--- src/rtl/dssc_regs.vh ---
// Constants of the diagnosis shadow and status capture block
// How it works
// RL1 - Events during a transfer go to the shadow, never the outgoing snapshot.
// RL2 - After snapshot shifts out, shadow moves into status; both reach the output.
// RL3 - Fault output stays high until the new diagnosis has been read.
// RL4 - A read reports events before select fell; later ones wait for next read.
// RL5 - Host asks main diagnosis with control bits 0 0 1 0 0 0.
// RL6 - Flags returned by a read are cleared once the host has read them.
// RL7 - Response bits B7..B0 carry eight fail flags, one means failure.
// RL8 - On select rising, input register loads only with 16 clocks and valid key.
// RL9 - Fault output is high while any status flag is set.
`ifndef DSSC_REGS_VH
`define DSSC_REGS_VH
`define DSSC_WORD_W 16
`define DSSC_BITCNT_W 5
`define DSSC_BITS_FULL 5'h10
`define DSSC_CTRL_HI 15
`define DSSC_CTRL_LO 10
`define DSSC_CMD_DIAG1 6'h08
`define DSSC_CMD_DIAG2 6'h10
`define DSSC_CMD_DIAG3 6'h18
`define DSSC_CMD_SET1 6'h01
`define DSSC_CMD_SET2 6'h02
`define DSSC_CMD_SET3 6'h03
`define DSSC_RESP_DIAG1 8'h10
`define DSSC_RESP_DIAG2 8'h20
`define DSSC_RESP_DIAG3 8'h30
`define DSSC_RESP_IDLE 8'h02
`define DSSC_FLAGS_ZERO 8'h00
`define DSSC_WORD_ZERO 16'h0000
`define DSSC_SERR_BIT 7
`define DSSC_CNT_ZERO 5'h00
`define DSSC_CNT_STEP 5'h01
`define DSSC_CNT_SAT 5'h11
`define DSSC_LOW7_ZERO 7'h00
`define DSSC_PAD2 2'b00
`endif

--- src/rtl/dssc_capture.v ---
// Diagnosis shadow/status capture with 16-bit serial slave
`include "dssc_regs.vh"
module dssc_capture (
  sys_clk,
  rst_b,
  sel_b,
  sck,
  sdi,
  fail_events,
  sdo,
  sdo_oe_b,
  fault,
  in_word,
  in_word_strobe
);
  input wire sys_clk;
  input wire rst_b;
  input wire sel_b;
  input wire sck;
  input wire sdi;
  input wire [7:0] fail_events;
  output reg sdo;
  output reg sdo_oe_b;
  output reg fault;
  output reg [15:0] in_word;
  output reg in_word_strobe;

  // Pin samples, used for edge detection; the sel_b sample also gives busy
  reg sel_b_ff;
  reg sck_ff;
  // Serial shifters and clock counter
  reg [15:0] rx_ff;
  reg [15:0] tx_ff;
  reg [4:0] cnt_ff;
  // Diagnosis storage
  reg [7:0] status_ff;
  reg [7:0] shadow_ff;
  reg [7:0] sent_ff;
  reg serr_ff;
  reg serr_sent_ff;
  // Command bookkeeping
  reg diag1_ff;
  reg diag2_ff;
  reg [7:0] last_cmd_ff;

  // Next values
  reg [15:0] nxt_rx;
  reg [15:0] nxt_tx;
  reg [4:0] nxt_cnt;
  reg [7:0] nxt_status;
  reg [7:0] nxt_shadow;
  reg [7:0] nxt_sent;
  reg nxt_serr;
  reg nxt_serr_sent;
  reg nxt_diag1;
  reg nxt_diag2;
  reg [7:0] nxt_last_cmd;
  reg nxt_sdo;
  reg nxt_sdo_oe_b;
  reg nxt_fault;
  reg [15:0] nxt_in_word;
  reg nxt_in_word_strobe;

  // Edges of the sampled pins; clock edges count only inside a frame
  wire fall_sel = sel_b_ff & ~sel_b;
  wire rise_sel = ~sel_b_ff & sel_b;
  wire fall_sck = sck_ff & ~sck & ~sel_b;
  wire rise_sck = ~sck_ff & sck & ~sel_b;
  wire busy = ~sel_b_ff;
  wire [5:0] ctrl = rx_ff[`DSSC_CTRL_HI:`DSSC_CTRL_LO];

  function key_ok;
    input [5:0] c;
    begin
      key_ok = (c == `DSSC_CMD_DIAG1) || (c == `DSSC_CMD_DIAG2) ||
        (c == `DSSC_CMD_DIAG3) || (c == `DSSC_CMD_SET1) ||
        (c == `DSSC_CMD_SET2) || (c == `DSSC_CMD_SET3);
    end
  endfunction

  function [15:0] reply;
    input [7:0] head;
    input [7:0] flags;
    begin
      reply = {head, flags};
    end
  endfunction

  // Reply word chosen by the previous command, frozen at select fall
  wire [15:0] snap_word =
    (last_cmd_ff == `DSSC_RESP_DIAG1) ? reply(last_cmd_ff, status_ff) : // RL7
    (last_cmd_ff == `DSSC_RESP_DIAG2) ? reply(last_cmd_ff, {serr_ff, `DSSC_LOW7_ZERO}) :
    reply(last_cmd_ff, `DSSC_FLAGS_ZERO);

  wire good = (cnt_ff == `DSSC_BITS_FULL) && key_ok(ctrl);
  wire is_d1 = good && (ctrl == `DSSC_CMD_DIAG1);
  wire is_d2 = good && (ctrl == `DSSC_CMD_DIAG2);

  always @*
  begin
    nxt_rx = rx_ff;
    nxt_tx = tx_ff;
    nxt_cnt = cnt_ff;
    nxt_status = status_ff;
    nxt_shadow = shadow_ff;
    nxt_sent = sent_ff;
    nxt_serr = serr_ff;
    nxt_serr_sent = serr_sent_ff;
    nxt_diag1 = diag1_ff;
    nxt_diag2 = diag2_ff;
    nxt_last_cmd = last_cmd_ff;
    nxt_sdo = sdo;
    nxt_sdo_oe_b = sdo_oe_b;
    nxt_in_word = in_word;
    nxt_in_word_strobe = 1'b0;

    // Events never touch the snapshot in flight; they park in the shadow
    if (busy)
      nxt_shadow = shadow_ff | fail_events; // RL1
    else
    begin
      nxt_status = status_ff | shadow_ff | fail_events; // RL2
      nxt_shadow = `DSSC_FLAGS_ZERO; // RL2
    end

    if (rise_sck)
    begin
      nxt_rx = {rx_ff[`DSSC_WORD_W-2:0], sdi};
      // Count saturates past full so an overlong frame is still refused
      if (cnt_ff != `DSSC_CNT_SAT)
        nxt_cnt = cnt_ff + `DSSC_CNT_STEP;
    end

    if (fall_sck)
    begin
      nxt_sdo = tx_ff[`DSSC_WORD_W-1];
      nxt_tx = {tx_ff[`DSSC_WORD_W-2:0], 1'b0};
    end

    if (fall_sel)
    begin
      // Snapshot frozen at select fall; answer is for the previous command
      nxt_sent = status_ff; // RL4
      nxt_serr_sent = serr_ff;
      nxt_cnt = `DSSC_CNT_ZERO;
      nxt_sdo_oe_b = 1'b0;
      nxt_tx = snap_word;
      nxt_sdo = snap_word[`DSSC_WORD_W-1];
      nxt_diag1 = (last_cmd_ff == `DSSC_RESP_DIAG1);
      nxt_diag2 = (last_cmd_ff == `DSSC_RESP_DIAG2);
    end

    if (rise_sel)
    begin
      nxt_sdo_oe_b = 1'b1;
      if (good)
      begin
        nxt_in_word = rx_ff; // RL8
        nxt_in_word_strobe = 1'b1; // RL8
      end
      // Read flags cleared; events since select fall survive via shadow
      if (diag1_ff && cnt_ff == `DSSC_BITS_FULL)
        nxt_status = (status_ff & ~sent_ff) | shadow_ff | fail_events; // RL6
      if (diag2_ff && cnt_ff == `DSSC_BITS_FULL && serr_sent_ff)
        nxt_serr = 1'b0; // RL6
      // A refused word raises the serial error; set wins over a clear
      if (!good)
        nxt_serr = 1'b1;
      if (is_d1)
        nxt_last_cmd = `DSSC_RESP_DIAG1;
      else if (is_d2)
        nxt_last_cmd = `DSSC_RESP_DIAG2;
      else if (good)
        nxt_last_cmd = {`DSSC_PAD2, ctrl};
      else
        nxt_last_cmd = `DSSC_RESP_IDLE;
    end

    // Fault stays until status flags, including transferred shadow, are read
    nxt_fault = (|status_ff) | (|shadow_ff); // RL3 RL9
  end

  always @(posedge sys_clk or negedge rst_b)
  begin
    if (!rst_b)
    begin
      sel_b_ff <= 1'b1;
      sck_ff <= 1'b1;
      rx_ff <= `DSSC_WORD_ZERO;
      tx_ff <= `DSSC_WORD_ZERO;
      cnt_ff <= `DSSC_CNT_ZERO;
      status_ff <= `DSSC_FLAGS_ZERO;
      shadow_ff <= `DSSC_FLAGS_ZERO;
      sent_ff <= `DSSC_FLAGS_ZERO;
      diag1_ff <= 1'b0;
      diag2_ff <= 1'b0;
      serr_ff <= 1'b0;
      serr_sent_ff <= 1'b0;
      last_cmd_ff <= `DSSC_RESP_IDLE;
      sdo <= 1'b0;
      sdo_oe_b <= 1'b1;
      fault <= 1'b0;
      in_word <= `DSSC_WORD_ZERO;
      in_word_strobe <= 1'b0;
    end
    else
    begin
      sel_b_ff <= sel_b;
      sck_ff <= sck;
      rx_ff <= nxt_rx;
      tx_ff <= nxt_tx;
      cnt_ff <= nxt_cnt;
      status_ff <= nxt_status;
      shadow_ff <= nxt_shadow;
      sent_ff <= nxt_sent;
      diag1_ff <= nxt_diag1;
      diag2_ff <= nxt_diag2;
      serr_ff <= nxt_serr;
      serr_sent_ff <= nxt_serr_sent;
      last_cmd_ff <= nxt_last_cmd;
      sdo <= nxt_sdo;
      sdo_oe_b <= nxt_sdo_oe_b;
      fault <= nxt_fault;
      in_word <= nxt_in_word;
      in_word_strobe <= nxt_in_word_strobe;
    end
  end
endmodule

--- config.mk ---
export PLATFORM = sky130hd
export DESIGN_NAME = dssc_capture
export DESIGN_NICKNAME = d
export VERILOG_FILES = /design/src/rtl/dssc_capture.v
export VERILOG_INCLUDE_DIRS = /design/src /design/src/rtl
export SDC_FILE = /design/constraint.sdc
export NUM_CORES = 1
export LEC_CHECK = 0
export BUFFER_PORTS_ARGS = -buffer_cell sky130_fd_sc_hd__buf_2
export CAP_MARGIN = 20
export CORE_AREA = 2 2 82 84
export CTS_BUF_LIST = sky130_fd_sc_hd__clkbuf_16
export CTS_CLUSTER_DIAMETER = 30
export DETAILED_ROUTE_END_ITERATION = 16
export DIE_AREA = 0 0 84 86
export PLACE_DENSITY = 0.89
export SYNTH_ARGS = -nofsm -noshare
export SYNTH_HDL_FRONTEND = slang
export SYNTH_SLANG_ARGS = --single-unit
export TNS_END_PERCENT = 50
--- constraint.sdc ---
create_clock -name sys_clk -period 3.2 [get_ports sys_clk]
set_input_delay 0.64 -clock sys_clk [delete_from_list [all_inputs] [get_ports sys_clk]]
set_output_delay 0.64 -clock sys_clk [all_outputs]
set_load 0.03 [all_outputs]
==> reports/qor.csv <==
stage,metric,value,unit
status,outcome,"finished, final reports clean",
synthesis,yosys.cell_types.count,46,
timing,finalCriticalPeriod,2320,ps
synthesis,yosys_warnings,0,
layout,nets,378,
synthesis,ys_seq_elements,93,
cts,clockBufferDepth,2,
cts,numCtsBuffers,9,
global_route,grt_max_degree,94,
global_route,use_met3,0.0760,
global_route,grt_use_total,0.237,
drt,num_vias,2569,
critical_path,crit_required,3430,ps
cts,clk-insertion-delay-late,340,ps
cts,clk_pin_slew,70,ps
cts,holdBufCountCts,0,
die,die_area,7220,um^2
place,portBuffers,32,
timing,slew_viol_final,0,
critical_path,reg2reg_slack,880,ps
die,dieHeight,86,um
synthesis,post-synth-top-count-cell,dfrtp_1,
timing,rsz0062_at_grt,no,
die,core,6280,um^2
power_and_ir_drop,power-per-cell-area,587,nW/um^2
global_route,overflow,0,
place,hpwlAfterDp,4.86,mm
cts,htree_num_levels,3,
timing,whs,306,ps
cts,cts_root_buf,clkbuf_16,
synthesis,syn_area,3860,um^2
place,dpl-instance-area,4080,um^2
drt,drt-initial-drc-count,187,
drt,vias_per_cell,5.81,
layout,drive_above_1_share,0.258,
cts,cts_sinks,93,
synthesis,netlist_instances,326,
power_and_ir_drop,leakage,0.00204,uW
critical_path,path_class,reg -> reg,
synthesis,yosysTopAreaCellShare,0.577,
critical_path,crit_path_max_fanout,16,
synthesis,yosys-top-cells-area,"dfrtp_1 58%, mux2_2 6.7%, nor2_1 3.4%, dfstp_2 2.7%, mux2_4 2.7%",
drt,drc,0,
synthesis,synth_nets,344,
global_route,grt_pass1_vias,2730,
timing,fin_worst_skew,5.07,ps
timing,fin_crit_sh,0.724,
global_route,grt_use_met2,0.401,
drt,routed_wl,7.70,mm
critical_path,worst_setup_path_start_kind,register,
job,drv_cap,0,
layout,final_area,4400,um^2
timing,tns,0,ps
drt,first_pass_iters,4,
layout,syn_to_final_growth,13.9,%
place,gp_congestion,0.815,
synthesis,synth_common_cells,"89 x dfrtp_1, 35 x nor2_1, 27 x nand2_1",
global_route,grt_pass1_wl,13.1,mm
synthesis,synth_ff_type,dfrtp_1,
timing,finalHoldViolCount,0,
cts,cts_setup_buffers,0,
drt,ant_nets,0,
timing,final-setup-viol-count,0,
synthesis,synth-edff-count,0,
cts,cts_tree,built,
synthesis,synthArstFlopShare,1.00,
worst_hold_path,hp-class,in -> async,
global_route,met1_usage,0.272,
die,ios,33,
timing,fmax,432,MHz
timing,slew_headroom,0.426,
synthesis,yosys.area.top_type,dfrtp_1,
layout,diodes,0,
synthesis,syn_area_per_cell,11.8,um^2
critical_path,worstPathArrival,2540,ps
die,initial_core_util,0.615,
die,die_w,84,um
power_and_ir_drop,finalPower,2580,uW
power_and_ir_drop,ir_drop,0.472,mV
die,placementRows,29,
global_route,antenna_found_initial,0,
cts,cts_resized,0,
timing,worst_pin_slew,861,ps
synthesis,ys_seq_area_frac,0.604,
critical_path,end_kind,register,
drt,wl_per_cell,17.4,um
global_route,busiest_layer,met2,
through the flow:
stage | setup WS, ps | util | instances
2_1_floorplan | 1180 | - | 326
3_3_place_gp | 995 | 0.650 | 425
3_5_place_dp | 903 | 0.650 | 425
4_1_cts | 883 | 0.698 | 441
5_1_grt | 749 | 0.701 | 442
6_report | 883 | 0.701 | 442
logic make-up (layout without fill, tap and decap cells):
family,Yosys count,in the layout,share of synthesized area
AOI/OAI and AO/OA,55,55,0.0842
xor gates and xnor gates,4,4,0.00907
adders and majority gates,5,5,0.0162
buffers and inverters,31,70,0.0360
DFF,93,93,0.604
muxes,43,43,0.130
and+or+nand+nor,95,95,0.121
sequential cells by signal, summed over array words and instances (netlist names), 5 cells and up:
signal       count
in_word         16
rx_ff           16
tx_ff           16
sent_ff          8
shadow_ff        8
status_ff        8
last_cmd_ff      6
cnt_ff           5
placed cells by master (no fill, tap or decap), types with 3 or more instances in the layout:
| cell | instances |
|---|---|
| nand3_1 | 4 |
| a31oi_1 | 5 |
| mux2_2 | 23 |
| ha_1 | 5 |
| xor2_1 | 3 |
| mux2_4 | 7 |
| nor2_1 | 35 |
| nand2b_1 | 3 |
| nor2b_1 | 4 |
| nand2_1 | 27 |
| dfstp_2 | 4 |
| mux2_1 | 6 |
| dfrtp_1 | 89 |
| nand4_1 | 4 |
| inv_1 | 17 |
| mux2i_1 | 7 |
| nor4_1 | 4 |
| buf_2 | 31 |
| a21oi_1 | 18 |
| buf_4 | 5 |
| o21ai_0 | 18 |
| clkbuf_16 | 9 |
power breakdown:
group / total [uW] / leakage, uW / internal [uW] / switching, uW
clock network: 1060 / 0.000146 / 609 / 447
registers: 1330 / 0.00115 / 1270 / 66.6
logic: 195 / 0.000752 / 89.7 / 106
total: 2580 / 0.00204 / 1960 / 619
final cells by class:
type	count	area (um^2)
Inverter	17	63.8
Clock buffer	9	225
Timing Repair Buffer	37	213
Multi-Input combinational cell	202	1400
Sequential cell	93	2330
Fill cell	422	1880
Clock inverter	7	73.8
Tap cell	77	96.3
metal layers:
| layer | routed length, um | part of all wire | vias to the layer above |
|---|---|---|---|
| li1 | - | - | 1188 |
| met5 | 0 | 0 | - |
| met3 | 343 | 0.045 | 34 |
| met1 | 3110 | 0.40 | 1275 |
| met2 | 3920 | 0.51 | 72 |
| met4 | 330 | 0.043 | 0 |
critical path: stages (launching register included):
cell	delay (ps)
dfrtp_1	450
nor2_2	200
xor2_1	330
and4_1	820
mux2_1	400
path summary, 6_finish.rpt:
kind                       cells after the start                    from                          to
setup / recovery                               4   rx_ff[10]$_DFFE_PN0P_      in_word[5]$_DFFE_PN0P_
hold / removal                                 1                   rst_b             sdo$_DFFE_PN0P_
setup reg to reg                               4   rx_ff[10]$_DFFE_PN0P_      in_word[5]$_DFFE_PN0P_
hold reg to reg                                1  sent_ff[4]$_DFFE_PN0P_      status_ff[4]$_DFF_PN0_
max in group asynchronous                      2                   rst_b  last_cmd_ff[1]$_DFFE_PN1P_
min in group sys_clk                           1                     sck            sck_ff$_DFF_PN1_
Power figures use the tool's default switching activity.
